### src/rtl/ublc_pkg.sv
// Purpose: Shared constants for the UART baud, line and interrupt control block
// Assumes: Byte-wide register bus with 5-bit byte addresses
// Notes:   Offsets are byte addresses, one register per word
package ublc_pkg;
  // ==========================================================
  // Bus and register map
  localparam int unsigned ADDR_W   = 5;
  localparam int unsigned DATA_W   = 8;
  localparam logic [4:0]  OFF_BUF  = 5'h00;  // Rx/tx buffer or divisor low
  localparam logic [4:0]  OFF_IER  = 5'h04;  // Enables or divisor high
  localparam logic [4:0]  OFF_IIR  = 5'h08;
  localparam logic [4:0]  OFF_LCR  = 5'h0C;
  localparam logic [4:0]  OFF_LSR  = 5'h14;
  localparam logic [4:0]  OFF_MSR  = 5'h18;

  // ==========================================================
  // Reset values
  localparam logic [7:0] DLL_RST = 8'h01;
  localparam logic [7:0] DLM_RST = 8'h00;
  localparam logic [7:0] IER_RST = 8'h00;
  localparam logic [7:0] LCR_RST = 8'h00;

  // ==========================================================
  // Field positions
  localparam int unsigned IER_RX   = 0;
  localparam int unsigned IER_TX   = 1;
  localparam int unsigned IER_LS   = 2;
  localparam int unsigned IER_MS   = 3;
  localparam int unsigned IER_USED = 4;  // Bits above read zero
  localparam int unsigned LCR_WLS  = 0;  // Two bits
  localparam int unsigned LCR_STB  = 2;
  localparam int unsigned LCR_PEN  = 3;
  localparam int unsigned LCR_EPS  = 4;
  localparam int unsigned LCR_SP   = 5;
  localparam int unsigned LCR_SB   = 6;
  localparam int unsigned LCR_DIVISOR_ACCESS_SEL = 7;

  // ==========================================================
  // Interrupt identification codes
  localparam logic [3:0] IID_NONE = 4'h1;
  localparam logic [3:0] IID_LS   = 4'h6;
  localparam logic [3:0] IID_RX   = 4'h4;
  localparam logic [3:0] IID_TO   = 4'hC;
  localparam logic [3:0] IID_THRE = 4'h2;
  localparam logic [3:0] IID_MS   = 4'h0;
  localparam logic [1:0] IIR_RSVD = 2'h0;
  localparam logic [1:0] IIR_MODE = 2'h3;  // Queue mode marker

  // ==========================================================
  // Baud generation and buffering
  localparam int unsigned OVERSAMPLE   = 16;
  localparam int unsigned OVS_W        = 4;
  localparam int unsigned DIV_W        = 16;
  localparam int unsigned TX_FIFO_DEPTH = 4;
endpackage

### src/rtl/ublc_baud_gen.sv
// Purpose: Baud generator, reference clock over divisor, then over sixteen
// Assumes: Divisor nonzero; zero behaves as a divisor of one
// Notes:   A new divisor is picked up at the next reload
`timescale 1ns/10ps
`default_nettype none
module ublc_baud_gen #(
  parameter int unsigned DIV_W = ublc_pkg::DIV_W
) (
  // Clock and reset
  input  wire logic             i_clk,
  input  wire logic             i_arst_n,
  // Divisor
  input  wire logic [DIV_W-1:0] i_divisor,
  // Ticks
  output logic                  o_x16_tick,
  output logic                  o_baud_tick
);
  logic [DIV_W-1:0]            div_cnt_q, div_cnt_d;
  logic [ublc_pkg::OVS_W-1:0]  ovs_cnt_q, ovs_cnt_d;
  logic                        x16_d, baud_d;

  // ==========================================================
  // Two-stage divide
  always_comb begin
    div_cnt_d = div_cnt_q - 1'b1;
    ovs_cnt_d = ovs_cnt_q;
    x16_d     = 1'b0;
    baud_d    = 1'b0;
    if (div_cnt_q <= DIV_W'(1)) begin
      // Reload from the live divisor, so a change lands next period
      div_cnt_d = i_divisor;
      x16_d     = 1'b1;
      ovs_cnt_d = ovs_cnt_q + 1'b1;
      baud_d    = (ovs_cnt_q == ublc_pkg::OVS_W'(ublc_pkg::OVERSAMPLE - 1));
    end
  end

  // Registers only
  always_ff @(posedge i_clk or negedge i_arst_n) begin
    if (!i_arst_n) begin
      div_cnt_q   <= '0;
      ovs_cnt_q   <= '0;
      o_x16_tick  <= 1'b0;
      o_baud_tick <= 1'b0;
    end else begin
      div_cnt_q   <= div_cnt_d;
      ovs_cnt_q   <= ovs_cnt_d;
      o_x16_tick  <= x16_d;
      o_baud_tick <= baud_d;
    end
  end
endmodule // ublc_baud_gen
`default_nettype wire

### src/rtl/ublc_fifo.sv
// Purpose: Small synchronous FIFO with valid/ready on both sides
// Assumes: DEPTH is a power of two
// Notes:   Full and empty are registered flags
`timescale 1ns/10ps
`default_nettype none
module ublc_fifo #(
  parameter int unsigned WIDTH = 8,
  parameter int unsigned DEPTH = 4
) (
  // Clock and reset
  input  wire logic             i_clk,
  input  wire logic             i_arst_n,
  // Fill side
  input  wire logic             i_in_valid,
  input  wire logic [WIDTH-1:0] i_in_data,
  output logic                  o_in_ready,
  // Drain side
  output logic                  o_out_valid,
  output logic [WIDTH-1:0]      o_out_data,
  input  wire logic             i_out_ready
);
  localparam int unsigned PW = $clog2(DEPTH);
  logic [WIDTH-1:0] mem [DEPTH];
  logic [PW-1:0]    wr_q, wr_d, rd_q, rd_d;
  logic [PW:0]      cnt_q, cnt_d;
  logic             full_q, empty_q, push, pop;

  assign push        = i_in_valid && !full_q;
  assign pop         = i_out_ready && !empty_q;
  assign o_in_ready  = !full_q;
  assign o_out_valid = !empty_q;
  assign o_out_data  = mem[rd_q];

  // ==========================================================
  // Pointer and count update
  always_comb begin
    wr_d  = push ? wr_q + 1'b1 : wr_q;
    rd_d  = pop ? rd_q + 1'b1 : rd_q;
    cnt_d = cnt_q + (PW+1)'(push) - (PW+1)'(pop);
  end

  // Registers only; storage carries no reset
  always_ff @(posedge i_clk or negedge i_arst_n) begin
    if (!i_arst_n) begin
      wr_q    <= '0;
      rd_q    <= '0;
      cnt_q   <= '0;
      full_q  <= 1'b0;
      empty_q <= 1'b1;
    end else begin
      wr_q    <= wr_d;
      rd_q    <= rd_d;
      cnt_q   <= cnt_d;
      full_q  <= (cnt_d == (PW+1)'(DEPTH));
      empty_q <= (cnt_d == '0);
    end
  end

  // Storage write
  always_ff @(posedge i_clk) begin
    if (push) begin
      mem[wr_q] <= i_in_data;
    end
  end
endmodule // ublc_fifo
`default_nettype wire

### src/rtl/ublc_top.sv
// Purpose: UART baud, line format and interrupt control with register port
// Assumes: Rx/tx shift paths and status registers live outside, same clock
// Notes:   Read data is captured in the setup phase, side effects in access
// Summary of operation
// - Baud equals clock over sixteen times divisor
// - Divisor bytes reset to 01h and 00h
// - Enable bit 0 gates data and timeout
// - Enable bit 1 gates transmit empty
// - Enable bit 2 gates line errors
// - Enable bit 3 gates modem; upper zero
// - Ident low code, 00, then 11 on top
// - Line errors code 0110, cleared by status read
// - Data available code 0100, level driven
// - Timeout code 1100, cleared by buffer read
// - Transmit empty 0010, cleared by ident or write
// - Modem change 0000, cleared by modem read
// - Word length and stop bit selection
// - Parity enable and even or odd
// - Stick parity sends constant bit
// - Break forces serial output low
// - Access bit swaps first two locations
// - Divisor at offsets 00 and 04
`timescale 1ns/10ps
`default_nettype none
module ublc_top #(
  parameter int unsigned FIFO_DEPTH = ublc_pkg::TX_FIFO_DEPTH
) (
  // Clock and reset
  input  wire logic        i_clk,
  input  wire logic        i_arst_n,
  // Register port
  input  wire logic        i_psel,
  input  wire logic        i_penable,
  input  wire logic        i_pwrite,
  input  wire logic [4:0]  i_paddr,
  input  wire logic [7:0]  i_pwdata,
  output logic      [7:0]  o_prdata,
  // Status from receive and modem logic
  input  wire logic [7:0]  i_rx_data,
  input  wire logic [7:0]  i_line_status,
  input  wire logic [7:0]  i_modem_status,
  input  wire logic        i_line_err,
  input  wire logic        i_rx_avail,
  input  wire logic        i_char_timeout,
  input  wire logic        i_modem_chg,
  output logic             o_rx_read,
  output logic             o_lsr_read,
  output logic             o_msr_read,
  // Transmit data towards the shifter
  output logic             o_tx_valid,
  output logic      [7:0]  o_tx_data,
  input  wire logic        i_tx_ready,
  output logic             o_thr_ready,
  input  wire logic        i_tx_serial,
  output logic             o_serial_out,
  // Format and timing to the shift paths
  output logic      [1:0]  o_word_length_sel,
  output logic             o_stop_bits_sel,
  output logic             o_parity_en,
  output logic             o_even_parity_sel,
  output logic             o_stick_parity_en,
  output logic             o_stick_bit,
  output logic             o_x16_tick,
  output logic             o_baud_clock,
  // Interrupt
  output logic             o_irq
);
  // ==========================================================
  // Declarations
  logic [7:0]  dll_q, dll_d, dlm_q, dlm_d, ier_q, ier_d, lcr_q, lcr_d;
  logic [7:0]  rdata_d;
  logic        ls_q, ls_d, to_q, to_d, thre_q, thre_d, ms_q, ms_d;
  logic        tx_empty_q, irq_d, serial_out_d, stick_d;
  logic        rx_rd_d, lsr_rd_d, msr_rd_d;
  logic [3:0]  iid;
  logic        setup, wr, rd, divisor_access_sel, thr_wr, iir_rd, tx_empty;
  logic        fifo_valid, fifo_in_ready;

  assign setup    = i_psel && !i_penable;
  assign wr       = i_psel && i_penable && i_pwrite;
  assign rd       = i_psel && i_penable && !i_pwrite;
  assign divisor_access_sel     = lcr_q[ublc_pkg::LCR_DIVISOR_ACCESS_SEL];
  assign thr_wr   = wr && (i_paddr == ublc_pkg::OFF_BUF) && !divisor_access_sel;
  assign iir_rd   = rd && (i_paddr == ublc_pkg::OFF_IIR);
  assign tx_empty = !fifo_valid;

  // ==========================================================
  // Baud generator
  // sixteen-times divide
  ublc_baud_gen #(
    .DIV_W (ublc_pkg::DIV_W)
  ) u_baud (
    .i_clk       (i_clk),
    .i_arst_n    (i_arst_n),
    .i_divisor   ({dlm_q, dll_q}),
    .o_x16_tick  (o_x16_tick),
    .o_baud_tick (o_baud_clock)
  );

  // ==========================================================
  // Transmit holding queue
  ublc_fifo #(
    .WIDTH (ublc_pkg::DATA_W),
    .DEPTH (FIFO_DEPTH)
  ) u_tx_fifo (
    .i_clk       (i_clk),
    .i_arst_n    (i_arst_n),
    .i_in_valid  (thr_wr),
    .i_in_data   (i_pwdata),
    .o_in_ready  (fifo_in_ready),
    .o_out_valid (fifo_valid),
    .o_out_data  (o_tx_data),
    .i_out_ready (i_tx_ready)
  );
  assign o_tx_valid  = fifo_valid;
  assign o_thr_ready = fifo_in_ready;  // Writes while full are dropped

  // ==========================================================
  // Register writes
  always_comb begin
    dll_d = dll_q;
    dlm_d = dlm_q;
    ier_d = ier_q;
    lcr_d = lcr_q;
    if (wr) begin
      unique case (i_paddr)
        ublc_pkg::OFF_BUF: begin
          if (divisor_access_sel) begin
            dll_d = i_pwdata;  // low byte
          end
        end
        ublc_pkg::OFF_IER: begin
          if (divisor_access_sel) begin
            dlm_d = i_pwdata;  // high byte
          end else begin
            ier_d = {{(8-ublc_pkg::IER_USED){1'b0}}, i_pwdata[ublc_pkg::IER_USED-1:0]};
          end
        end
        ublc_pkg::OFF_LCR: lcr_d = i_pwdata;
        default: ;
      endcase
    end
  end

  always_ff @(posedge i_clk or negedge i_arst_n) begin
    if (!i_arst_n) begin
      dll_q <= ublc_pkg::DLL_RST;
      dlm_q <= ublc_pkg::DLM_RST;
      ier_q <= ublc_pkg::IER_RST;
      lcr_q <= ublc_pkg::LCR_RST;
    end else begin
      dll_q <= dll_d;
      dlm_q <= dlm_d;
      ier_q <= ier_d;
      lcr_q <= lcr_d;
    end
  end

  // ==========================================================
  // Interrupt sources; a set always beats a clear in the same cycle
  always_comb begin
    ls_d = i_line_err || (ls_q && !(rd && i_paddr == ublc_pkg::OFF_LSR));
    to_d = i_char_timeout || (to_q && !(rd && i_paddr == ublc_pkg::OFF_BUF && !divisor_access_sel));
    ms_d = i_modem_chg || (ms_q && !(rd && i_paddr == ublc_pkg::OFF_MSR));
    // set on empty or on enabling, cleared by ident read or write
    thre_d = (tx_empty && !tx_empty_q)
          || (tx_empty && wr && !divisor_access_sel && i_paddr == ublc_pkg::OFF_IER
              && i_pwdata[ublc_pkg::IER_TX] && !ier_q[ublc_pkg::IER_TX])
          || (thre_q && !thr_wr && !(iir_rd && iid == ublc_pkg::IID_THRE));
  end

  always_comb begin
    if (ls_q && ier_q[ublc_pkg::IER_LS]) begin
      iid = ublc_pkg::IID_LS;
    end else if (i_rx_avail && ier_q[ublc_pkg::IER_RX]) begin
      iid = ublc_pkg::IID_RX;       // follows the level
    end else if (to_q && ier_q[ublc_pkg::IER_RX]) begin
      iid = ublc_pkg::IID_TO;
    end else if (thre_q && ier_q[ublc_pkg::IER_TX]) begin
      iid = ublc_pkg::IID_THRE;
    end else if (ms_q && ier_q[ublc_pkg::IER_MS]) begin
      iid = ublc_pkg::IID_MS;
    end else begin
      iid = ublc_pkg::IID_NONE;
    end
    irq_d = (iid != ublc_pkg::IID_NONE);
  end

  // Source registers
  always_ff @(posedge i_clk or negedge i_arst_n) begin
    if (!i_arst_n) begin
      ls_q       <= 1'b0;
      to_q       <= 1'b0;
      ms_q       <= 1'b0;
      thre_q     <= 1'b0;
      tx_empty_q <= 1'b1;
      o_irq      <= 1'b0;
    end else begin
      ls_q       <= ls_d;
      to_q       <= to_d;
      ms_q       <= ms_d;
      thre_q     <= thre_d;
      tx_empty_q <= tx_empty;
      o_irq      <= irq_d;
    end
  end

  // ==========================================================
  // Read data, captured in setup so it is stable in access
  always_comb begin
    rdata_d = o_prdata;
    if (setup) begin
      unique case (i_paddr)
        ublc_pkg::OFF_BUF: rdata_d = divisor_access_sel ? dll_q : i_rx_data;
        ublc_pkg::OFF_IER: rdata_d = divisor_access_sel ? dlm_q : ier_q;
        ublc_pkg::OFF_IIR: rdata_d = {ublc_pkg::IIR_MODE, ublc_pkg::IIR_RSVD, iid};
        ublc_pkg::OFF_LCR: rdata_d = lcr_q;
        ublc_pkg::OFF_LSR: rdata_d = i_line_status;
        ublc_pkg::OFF_MSR: rdata_d = i_modem_status;
        default:           rdata_d = 8'h00;  // Unmapped reads as zero
      endcase
    end
    rx_rd_d  = rd && i_paddr == ublc_pkg::OFF_BUF && !divisor_access_sel;
    lsr_rd_d = rd && i_paddr == ublc_pkg::OFF_LSR;
    msr_rd_d = rd && i_paddr == ublc_pkg::OFF_MSR;
  end

  // ==========================================================
  // Line format outputs
  always_comb begin
    serial_out_d  = lcr_q[ublc_pkg::LCR_SB] ? 1'b0 : i_tx_serial;
    // stick bit is inverse of even select
    stick_d = !lcr_q[ublc_pkg::LCR_EPS];
  end

  // Output registers
  always_ff @(posedge i_clk or negedge i_arst_n) begin
    if (!i_arst_n) begin
      o_prdata          <= 8'h00;
      o_rx_read         <= 1'b0;
      o_lsr_read        <= 1'b0;
      o_msr_read        <= 1'b0;
      o_serial_out      <= 1'b1;
      o_word_length_sel <= 2'h0;
      o_stop_bits_sel   <= 1'b0;
      o_parity_en       <= 1'b0;
      o_even_parity_sel <= 1'b0;
      o_stick_parity_en <= 1'b0;
      o_stick_bit       <= 1'b1;
    end else begin
      o_prdata          <= rdata_d;
      o_rx_read         <= rx_rd_d;
      o_lsr_read        <= lsr_rd_d;
      o_msr_read        <= msr_rd_d;
      o_serial_out      <= serial_out_d;
      o_word_length_sel <= lcr_q[ublc_pkg::LCR_WLS +: 2];
      o_stop_bits_sel   <= lcr_q[ublc_pkg::LCR_STB];
      o_parity_en       <= lcr_q[ublc_pkg::LCR_PEN];
      o_even_parity_sel <= lcr_q[ublc_pkg::LCR_EPS];
      o_stick_parity_en <= lcr_q[ublc_pkg::LCR_SP];
      o_stick_bit       <= stick_d;
    end
  end
endmodule // ublc_top
`default_nettype wire

### config.mk
export PLATFORM = sky130hd
export DESIGN_NAME = ublc_top
export DESIGN_NICKNAME = d
export VERILOG_FILES = /design/src/rtl/ublc_pkg.sv /design/src/rtl/ublc_baud_gen.sv /design/src/rtl/ublc_fifo.sv /design/src/rtl/ublc_top.sv
export SDC_FILE = /design/constraint.sdc
export NUM_CORES = 1
export LEC_CHECK = 0
export CORE_MARGIN = 2
export CORE_UTILIZATION = 54
export DETAILED_ROUTE_END_ITERATION = 10
export DONT_BUFFER_PORTS = 1
export PLACE_DENSITY = 0.79
export SLEW_MARGIN = 20
export SYNTH_ARGS = -nofsm -noshare
export SYNTH_HDL_FRONTEND = slang
export SYNTH_SLANG_ARGS = --single-unit
### constraint.sdc
create_clock -name i_clk -period 3.3 [get_ports i_clk]
set_input_delay 0.165 -clock i_clk [delete_from_list [all_inputs] [get_ports i_clk]]
set_output_delay 0.165 -clock i_clk [all_outputs]
set_load 0.005 [all_outputs]
==> results of run 1 <==
registers in the layout (all words and copies together) (netlist names), 2 cells and up:
register / flops
u_tx_fifo.mem: 32
o_word_length_sel: 2
u_baud.ovs_cnt_q: 4
dll_q: 8
lcr_q: 8
u_baud.div_cnt_q: 16
u_tx_fifo.wr_q: 2
u_tx_fifo.rd_q: 2
o_prdata: 8
dlm_q: 8
ier_q: 4
u_tx_fifo.cnt_q: 3
final timing paths:
path | startpoint | to | cells past startpoint
worst max-delay path | lcr_q[7] | u_tx_fifo.full_q | 8
worst min-delay path | i_line_status[0] | o_prdata[0] | 3
worst max register to register | lcr_q[7] | u_tx_fifo.full_q | 8
worst min register to register | u_tx_fifo.empty_q | tx_empty_q | 0
max in group asynchronous | i_arst_n | o_serial_out | 2
min in group asynchronous | i_arst_n | to_q | 2
kinds of logic after synthesis:
group,Yosys count
buffers and inverters,36
AND/OR/NAND/NOR,116
AO/OA/AOI/OAI,69
XOR/XNOR,19
adder cells (fa/ha/maj),10
multiplexers,44
flip-flops,116
critical path, cell delays in order, from the launching register on:
cell,delay [ns]
dfrtp_1,0.38
nor2_1,0.09
nand3_1,0.20
nor3_1,0.71
ha_1,0.30
fa_1,0.18
xor2_1,0.18
xnor2_1,0.18
nor3b_1,0.22
power groups by stage:
stage	sequential (mW)	clock, mW	combinational (mW)
floorplan	1.83	0	0.667
global placement	1.93	0	0.693
detailed placement	1.94	0	0.725
CTS	1.92	1.77	0.810
global route	1.96	1.84	0.895
finish	1.93	1.76	0.804
per-layer routing:
| layer | global-route usage [%] | part of all wire, % | wire [um] | vias up |
|---|---|---|---|---|
| li1 | - | - | - | 1573 |
| met5 | 0 | 0 | 0 | - |
| met1 | 33.03 | 41 | 4994 | 1716 |
| met4 | 8.308 | 1.3 | 156 | 0 |
| met3 | 7.319 | 9.2 | 1127 | 18 |
| met2 | 41.14 | 49 | 5924 | 150 |
per-stage QoR:
stage	instance area, um2	total power [mW]	worst slack (ns)
6_report	6264	4.493	0.7726
3_5_place_dp	5288	2.668	0.8091
5_1_grt	6264	4.690	0.4533
2_1_floorplan	5209	2.501	1.064
3_3_place_gp	5288	2.625	0.9624
4_1_cts	6264	4.508	0.7801
layout make-up:
| type | count | area [um2] | share of cell area [%] |
|---|---|---|---|
| sequential | 116 | 3069 | 49.00 |
| clock inverter | 11 | 96.34 | 1.538 |
| multi-input combinational | 258 | 1962 | 31.32 |
| clock buffer | 21 | 481.7 | 7.691 |
| tap | 129 | 161.4 | 2.577 |
| timing repair buffer | 39 | 405.4 | 6.472 |
| inverter | 20 | 87.58 | 1.398 |
placed cells by master (no fill, tap or decap), types with 15 or more instances in the layout:
cell type and n:
clkbuf_16 18, dfrtp_1 79, dlygate4sd3_1 37, edfxtp_1 32, inv_1 19, mux2_2 24, nand2_1 39, nor2_1 18
nor3_1 15, o21ai_0 16, xnor2_1 16
==> summary.md, run 1 <==
| Metric | Value |
|---|---|
| Number of port buffers | `0` |
| Largest family of logic cells by synthesized area | `simple AND/OR/NAND/NOR gates` |
| Post-route ant nets | `0` |
| Wire per inst | `20.54 um` |
| Tot GR Track Use | `25.30%` |
| Post-synth EDFFs | `32` |
| Setup crit start kind | `flop` |
| Max FO, Critical Path | `8` |
| DRT Wirelength | `12200 um` |
| Switching power | `1.287 mW` |
| LEAKAGE | `2.622 nW` |
| Slew margin rel. | `36.40%` |
| Period utilization | `76.59%` |
| Iter 0 DRT Violations | `288` |
| FMAX | `395.7 MHz` |
| Hold-fix buffers, CTS | `38` |
| YS warnings | `0` |
| Post-Synth Adder-Cell Area | `2.546%` |
| # H-tree levels | `4` |
| Flop-to-flop setup slack | `0.77 ns` |
| Max-slew violations | `0` |
| DRC Markers | `0` |
| Clock latency on the worst-skew pair | `0.51 ns` |
| XOR/XNOR Fraction of Synth Area | `3.339%` |
| Vias in the first global route | `3734` |
| Die Area | `10450 um2` |
| Combinational power share | `17.9%` |
| Sequential power share | `43.0%` |
| Post-DP HPWL | `7908 um` |
| Initial Utilization | `56.11%` |
| Min Tclk post-route | `2.527 ns` |
| Hold Crit Class | `in -> reg` |
| Synth area leader | `dfrtp_1` |
| Arrival @ worst endpoint | `2.95 ns` |
| Die height | `102.2 um` |
| Clk_skew | `0.01265 ns` |
| Hold WS | `0.01938 ns` |
| Synth top cells by count | `dfrtp_1, nand2_1, edfxtp_1` |
| Worst EP required | `3.72 ns` |
| Mapped Nets | `468` |
| Die W | `102.2 um` |
| CP endpoint kind | `flop` |
| Clock root cell | `clkbuf_8` |
| RSZ-0062 raised after global routing | `false` |
| Clk slew on worst S/H paths | `0.06 ns` |
| Switching fraction of total power | `28.65%` |
| Cts bufs inserted | `17` |
| Final setup TNS | `0 ns` |
| Placed insts | `524` |
| CTS sink cnt | `116` |
| Register area share after synthesis | `58.92%` |
| Proportion of layout cells with a drive suffix above 1 | `19.14%` |
| Max VDD drop | `0.0003212 V` |
| PostCTS Resize Cnt | `0` |
| Fillers | `670` |
| Synthesized-area fraction occupied by and/or/nand/nor cells | `11.46%` |
| Post-CTS Setup Repair Bufs | `0` |
| Flops & latches, synth | `116` |
| Clk pwr share | `39.1%` |
| Share of the synthesized area in the top cell type | `37.95%` |
| Kind of critical path | `reg -> reg` |
| Cells after Synth | `410` |
| FFs w/ async S/R, synth | `72.41%` |
| Primary FF master, synth | `dfrtp_1` |
| Clock Path Buffers | `2` |
| Int Power | `3.206 mW` |
| Largest net degree at the start of global routing | `85` |
| Synth cell types | `54` |
| Hold violation count in the final report | `0` |
| Vias | `3457` |
| Diode count | `0` |
| Complex-gate fraction of the synthesized area | `9.368%` |
| # setup viols final | `0` |
| Antenna violations before repair | `0` |
| Io pins | `80` |
| First-pass GRT wire length | `19550 um` |
| Vias/cell | `5.820` |
| Gr ovfl total | `0` |
| Mapped Area | `5209 um2` |
| Nets | `510` |
| Outcome | `completed` |
| Mean Syn Cell Area | `12.70 um2` |
| Routability cong. | `0.8987` |
| Ranking of synthesized cells by area | `dfrtp_1, edfxtp_1, mux2_2` |
| Most common cell in the synthesized netlist | `dfrtp_1` |
| Slew @ Worst Pin | `0.9521 ns` |
| Row count | `35` |
| Area growth, synth to finish | `20.25%` |
| First drt pass iteration count | `4` |
| Max-Cap Viols | `0` |
| Core Region | `9284 um2` |
| Post-layout util | `67.47%` |
| CTS tree | `built` |
| Pwr Density | `717.4 nW/um2` |
| Mux share of post-synthesis cell area | `10.95%` |
| Final Non-Filler Cells | `594` |
(Power assumes the default switching activity.)
==> inputs of run 2 (changes only) <==
ABC_AREA = 1   (was default)
clock period = 2.4 ns   (was 3.3 ns; I/O delays follow)
==> run 2 against run 1 <==
Net effect: sequential share of layout area is 3.2 points lower; first-iteration DRC count is 56% higher; synthesized cell count is 53% higher; sequential power is 32% higher; combinational power is 82% higher; critical endpoint is now ls_q; largest power group unchanged.
==> summary.md, run 2 <==
| Metric | Value |
|---|---|
| Outcome | `completed` |
| Gr ovfl total | `0 (unchanged)` |
| Fillers | `715 (+6.7%)` |
| Initial Utilization | `56.04% (-0.068 points)` |
| Synth top cells by count | `nand2_1, nor2_1, dfrtp_1` |
| First-pass GRT wire length | `22720 um (+16%)` |
| DRT Wirelength | `14100 um (+16%)` |
| Placed insts | `754 (+44%)` |
| Post-DP HPWL | `8970 um (+13%)` |
| Most common cell after layout, fill and taps aside | `nand2_1` |
| Max FO, Critical Path | `7 (-1)` |
| Clock latency on the worst-skew pair | `0.53 ns (+0.02 ns)` |
| Slew margin rel. | `53.31% (+17 points)` |
| Hold violation count in the final report | `0 (unchanged)` |
| First drt pass iteration count | `8 (+4)` |
| Most common cell in the synthesized netlist | `nand2_1` |
| Slew @ Worst Pin | `0.7004 ns (-0.2517 ns)` |
| CTS sink cnt | `116 (unchanged)` |
| Mapped Area | `5528 um2 (+6.1%)` |
| Clk slew on worst S/H paths | `0.06 ns (about the same)` |
| Tot GR Track Use | `26.68% (+1.4 points)` |
| RSZ-0062 raised after global routing | `false` |
| CP endpoint kind | `flop` |
| Clk_skew | `0.007270 ns (-0.005376 ns)` |
| Kind of critical path | `in -> reg` |
| Top reg by flops | `u_tx_fifo.mem` |
| Final setup TNS | `0 ns (unchanged)` |
| Cells after Synth | `627 (+53%)` |
| Number of port buffers | `0 (unchanged)` |
| Flops & latches, synth | `116 (unchanged)` |
| Post-route ant nets | `0 (unchanged)` |
| Core Region | `9864 um2 (+6.3%)` |
| CTS tree | `built` |
| Antenna violations before repair | `0 (unchanged)` |
| Iter 0 DRT Violations | `450 (+56%)` |
| Area growth, synth to finish | `21.32%` |
| Synth cell types | `37 (-31%)` |
| Share of the synthesized area in the top cell type | `35.76% (-2.2 points)` |
| Clock root cell | `clkbuf_8` |
| Multi-input gate area in the final layout | `2122 um2 (+8.2%)` |
| Vias/cell | `5.679 (-2.4%)` |
| # setup viols final | `0 (unchanged)` |
| Arrival @ worst endpoint | `2.66 ns (-0.29 ns)` |
| # H-tree levels | `4 (unchanged)` |
| Max VDD drop | `0.0007751 V (+140%)` |
| Most frequent cells in the layout | `nand2_1, nor2_1, dfrtp_1, inv_1, o21ai_0` |
| Vias in the first global route | `4644 (+24%)` |
| FF/Latch Area | `3069 um2 (unchanged)` |
| Primary FF master, synth | `dfrtp_1` |
| Vias | `4685 (+36%)` |
| Worst EP required | `2.81 ns (-0.91 ns)` |
| FMAX | `443.3 MHz` |
| Die Area | `11060 um2 (+5.9%)` |
| Diode count | `0 (unchanged)` |
| Post-layout util | `67.99% (+0.52 points)` |
| Regs by FF count | `u_tx_fifo.mem x32, u_baud.div_cnt_q x16` |
| Nets | `738 (+45%)` |
| DRC Markers | `0 (unchanged)` |
| Post-synth EDFFs | `32 (unchanged)` |
| FFs w/ async S/R, synth | `72.41% (unchanged)` |
| Cts bufs inserted | `17 (unchanged)` |
| Critical path startpoint | `i_paddr[2]` |
| Io pins | `80 (unchanged)` |
| Period utilization | `93.98%` |
| Routability cong. | `0.8948 (-0.43%)` |
| Worst R2R Start | `u_tx_fifo.empty_q` |
| LEAKAGE | `3.128 nW (+19%)` |
| YS warnings | `0 (unchanged)` |
| Max-Cap Viols | `0 (unchanged)` |
| Setup crit start kind | `primary input` |
| Ranking of synthesized cells by area | `dfrtp_1, edfxtp_1, nand2_1` |
| Max-slew violations | `0 (unchanged)` |
| Clock Path Buffers | `2 (unchanged)` |
| Final Non-Filler Cells | `825 (+39%)` |
| Mean Syn Cell Area | `8.816 um2 (-31%)` |
| Synth area leader | `dfrtp_1` |
| Register area share after synthesis | `55.52% (-3.4 points)` |
| Hold Startpoint | `i_penable` |
| Max FFs per register | `32 (unchanged)` |
| Largest net degree at the start of global routing | `85 (unchanged)` |
| Min Tclk post-route | `2.256 ns` |
| Row count | `36 (+2.9%)` |
| Hold Crit Class | `in -> reg` |
| Die W | `105.2 um (+2.9%)` |
| Wire per inst | `17.09 um (-17%)` |
| Die height | `105.2 um (+2.9%)` |
| Pwr Density | `970.1 nW/um2 (+35%)` |
| Mapped Nets | `685 (+46%)` |
| Proportion of layout cells with a drive suffix above 1 | `11.42% (-7.7 points)` |
## run 2: area by class of cell
| cell class | count | share of cell area (%) |
|---|---|---|
| sequential | 116 | 45.76 |
| multi-input combinational | 423 | 31.64 |
| timing repair buffer | 50 | 7.351 |
| clock buffer | 18 | 6.381 |
| inverter | 72 | 4.049 |
| tap | 133 | 2.481 |
| clock inverter | 13 | 2.332 |
## run 2: worst paths after layout
path,end,slack (ns),cells past startpoint
max in group asynchronous,o_serial_out,1.88,2
min in group asynchronous,u_baud.ovs_cnt_q[1],0.16,2
worst max register to register,u_tx_fifo.full_q,0.15,10
worst min-delay path,thre_q,0.002,4
worst max-delay path,ls_q,0.14,8
worst min register to register,tx_empty_q,0.37,0
## run 2: cells by family (layout without fill, tap and decap cells)
kind of cell | count (synthesis) | in the layout | synth area share (%)
buffers and inverters | 88 | 153 | 6.496
AND/OR/NAND/NOR | 313 | 313 | 24.49
AO/OA/AOI/OAI | 84 | 84 | 8.556
flip-flops | 116 | 116 | 55.52
adder cells (fa/ha/maj) | 10 | 10 | 2.399
XOR/XNOR | 16 | 16 | 2.535
## run 2: metal layers
metal,up-vias,GRT usage (%),routed length (um)
met5,-,0,0
met4,0,10.86,475
met1,2238,31.32,5460
met2,237,44.53,7001
met3,62,9.545,1165
li1,2148,-,-
## run 2: worst max-delay path: stages
cell and delay (ns):
dlygate4sd3_1 0.58, inv_1 0.11, nor2_2 0.29, nand3_1 0.19, dlygate4sd3_1 0.61, nor2_1 0.12
o21bai_1 0.08, dlygate4sd3_1 0.55
## run 2: timing repair
item,4_1_cts,5_1_grt
setup buffers,0,1
hold buffers,39,0
resized for setup,0,5
hold endpoints to repair,163,0
endpoints found under the setup margin,0,1
## run 2: through the flow
| stage | area, um2 | hold slack, ns | total power [mW] | setup WS [ns] |
|---|---|---|---|---|
| CTS | 6674 | 0.002022 | 6.413 | 0.07230 |
| floorplan | 5528 | -0.1756 | 3.491 | 0.2398 |
| finish | 6706 | 0.001955 | 6.506 | 0.1444 |
| global placement | 5682 | -0.1735 | 3.754 | 0.2257 |
| detailed placement | 5682 | -0.1737 | 3.819 | 0.08751 |
| global route | 6706 | 0.01064 | 6.810 | 0.02068 |
## run 2: power breakdown
part | internal (mW) | total, mW | leakage (nW) | switching, mW
logic | 0.573 | 1.46 | 1.49 | 0.885
registers | 2.30 | 2.54 | 1.36 | 0.232
clock network | 1.60 | 2.51 | 0.279 | 0.914
==> inputs of run 3 (changes only) <==
CTS_BUF_LIST = sky130_fd_sc_hd__clkbuf_8   (was default)
==> run 3 against run 2 <==
Net effect: clock power shrank 26%; first-iteration DRC count shrank 11%; critical path depth up 2; clock skew rose by 0.0024 ns; clock-buffer cell count stayed put; hold slack improved by 0.019 ns; largest cell class unchanged; non-clock buffer count shrank 10; die area did not move; worst setup slack lost 0.015 ns; via count down 4.0%; highest routed layer unchanged; sequential share of layout area grew 2.0 points.
==> summary.md, run 3 (synthesis gave the netlist of run 2 again) <==
| Metric | Value |
|---|---|
| Proportion of layout cells with a drive suffix above 1 | `11.58% (+0.17 points)` |
| DRC Markers | `0 (unchanged)` |
| Setup crit start kind | `flop` |
| First drt pass iteration count | `5 (-3)` |
| Most common cell after layout, fill and taps aside | `nand2_1` |
| Most frequent cells in the layout | `nand2_1, nor2_1, dfrtp_1, inv_1, o21ai_0` |
| Clk_skew | `0.009661 ns (+0.002391 ns)` |
| LEAKAGE | `3.006 nW (-3.9%)` |
| Period utilization | `94.59% (+0.60 points)` |
| CP endpoint kind | `flop` |
| Core Region | `9864 um2 (unchanged)` |
| Outcome | `completed` |
| Worst R2R Start | `u_tx_fifo.empty_q` |
| Slew margin rel. | `51.41% (-1.9 points)` |
| Tot GR Track Use | `25.37% (-1.3 points)` |
| Kind of critical path | `reg -> reg` |
| Met3 WL | `960 um (-18%)` |
| Max-slew violations | `0 (unchanged)` |
| Die Area | `11060 um2 (unchanged)` |
| Wire per inst | `16.26 um (-4.9%)` |
| WL met1 | `5493 um (+0.60%)` |
| Post-DP HPWL | `8970 um (unchanged)` |
| # H-tree levels | `4 (unchanged)` |
| Vias/cell | `5.519 (-2.8%)` |
| Arrival @ worst endpoint | `2.63 ns (-0.03 ns)` |
| Hold WS | `0.02113 ns (+0.01918 ns)` |
| Top layer reached by signal wires | `met4` |
| Die W | `105.2 um (unchanged)` |
| Vias in the first global route | `4409 (-5.1%)` |
| Final Non-Filler Cells | `815 (-1.2%)` |
| Worst Hold Depth | `6 (+2)` |
| Post-layout util | `65.12% (-2.9 points)` |
| Clock Path Buffers | `2 (unchanged)` |
| Clock latency on the worst-skew pair | `0.43 ns (-0.10 ns)` |
| Slew @ Worst Pin | `0.7288 ns (+0.02842 ns)` |
| Vias | `4498 (-4.0%)` |
| FMAX | `440.5 MHz (-0.64%)` |
| Hold violation count in the final report | `0 (unchanged)` |
| Die height | `105.2 um (unchanged)` |
| DRT Wirelength | `13250 um (-6.1%)` |
| Top reg by flops | `u_tx_fifo.mem` |
| Clock root cell | `clkbuf_8` |
| Nets | `728 (-1.4%)` |
| Clk slew on worst S/H paths | `0.07 ns (about the same)` |
| CTS sink cnt | `116 (unchanged)` |
| Antenna violations before repair | `0 (unchanged)` |
| # setup viols final | `0 (unchanged)` |
| Row count | `36 (unchanged)` |
| Diode count | `0 (unchanged)` |
| Reg2reg path depth | `10 (unchanged)` |
| Io pins | `80 (unchanged)` |
| Final setup TNS | `0 ns (unchanged)` |
| Max FO, Critical Path | `3 (-4)` |
| Placed insts | `754 (unchanged)` |
| Gr ovfl total | `0 (unchanged)` |
| Max FFs per register | `32 (unchanged)` |
| Worst EP required | `2.76 ns (-0.05 ns)` |
| Metal2 WL | `6506 um (-7.1%)` |
| Regs by FF count | `u_tx_fifo.mem x32, u_baud.div_cnt_q x16` |
| Initial Utilization | `56.04% (unchanged)` |
| Post-route ant nets | `0 (unchanged)` |
| CTS tree | `built` |
| Max VDD drop | `0.0006798 V (-12%)` |
| Hold Crit Class | `in -> reg` |
| Hold Startpoint | `i_paddr[4]` |
| Iter 0 DRT Violations | `401 (-11%)` |
| Pwr Density | `906.3 nW/um2 (-6.6%)` |
| Max-Cap Viols | `0 (unchanged)` |
| Min Tclk post-route | `2.270 ns (+0.01451 ns)` |
| Routability cong. | `0.8948 (unchanged)` |
| Cts bufs inserted | `17 (unchanged)` |
| Number of port buffers | `0 (unchanged)` |
| RSZ-0062 raised after global routing | `false` |
| Critical path startpoint | `u_tx_fifo.empty_q` |
| Fillers | `766 (+7.1%)` |
| First-pass GRT wire length | `21710 um (-4.5%)` |
| Area growth, synth to finish | `16.21%` |
| Largest net degree at the start of global routing | `85 (unchanged)` |
[run 3: cell types whose count changed in the layout (fill, tap and decap cells not counted)]
cell	before	now
dlymetal6s4s_1	1	0
dlygate4sd3_1	37	28
clkbuf_16	16	0
clkbuf_8	2	18
[run 3: path summary, 6_finish.rpt]
kind,end,slack [ns]
max in group asynchronous,u_tx_fifo.empty_q,1.78
worst min-delay path,o_prdata[7],0.02
worst max register to register,u_tx_fifo.full_q,0.13
worst max-delay path,u_tx_fifo.full_q,0.13
min in group asynchronous,u_baud.o_baud_tick,0.23
worst min register to register,tx_empty_q,0.37
[run 3: power by group]
part | total [mW] | leakage, nW | internal (mW) | switching [mW]
combinational | 1.43 | 1.45 | 0.565 | 0.867
sequential | 2.53 | 1.36 | 2.30 | 0.230
clock | 1.86 | 0.196 | 1.04 | 0.815
total | 5.82 | 3.01 | 3.91 | 1.91
[run 3: cell type report]
cell class              count  area, um2  share of cell area [%]
well taps                 133      166.4                   2.591
repair buffers             40      390.4                   6.077
clock inverters            13      156.4                   2.435
multi-input cells         423       2122                   33.03
flip-flops and latches    116       3069                   47.78
clock buffers              18      247.7                   3.857
inverters                  72      271.5                   4.227
[run 3: critical path: stages (launching register included)]
cell and delay, ns:
dfstp_2 0.53, inv_1 0.05, nand2_1 0.07, inv_1 0.06, ha_1 0.29, inv_1 0.05, ha_1 0.18, fa_2 0.35
xnor2_2 0.22, xor2_2 0.19, nor3b_2 0.18
[run 3: what timing repair did]
item / in CTS / in global routing
hold buffers: 29 / 0
gates resized for setup: 0 / 4
buffers inserted: 0 / 1
hold endpoints to repair: 158 / 0
setup endpoints to repair: 0 / 1
[run 3: routing by layer]
metal  GRT usage (%)  vias up
met1           32.48     2160
met4           10.10        0
met3           6.862       26
met5               0        -
met2           41.09      185
li1                -     2127
[run 3: per-stage QoR]
step,worst slack (ns),cell area (um2),total power [mW]
global route,0.0003859,6424,6.134
global placement,0.2257,5682,3.754
detailed placement,0.08751,5682,3.819
finish,0.1299,6424,5.822
CTS,0.06936,6394,5.738
floorplan,0.2398,5528,3.491
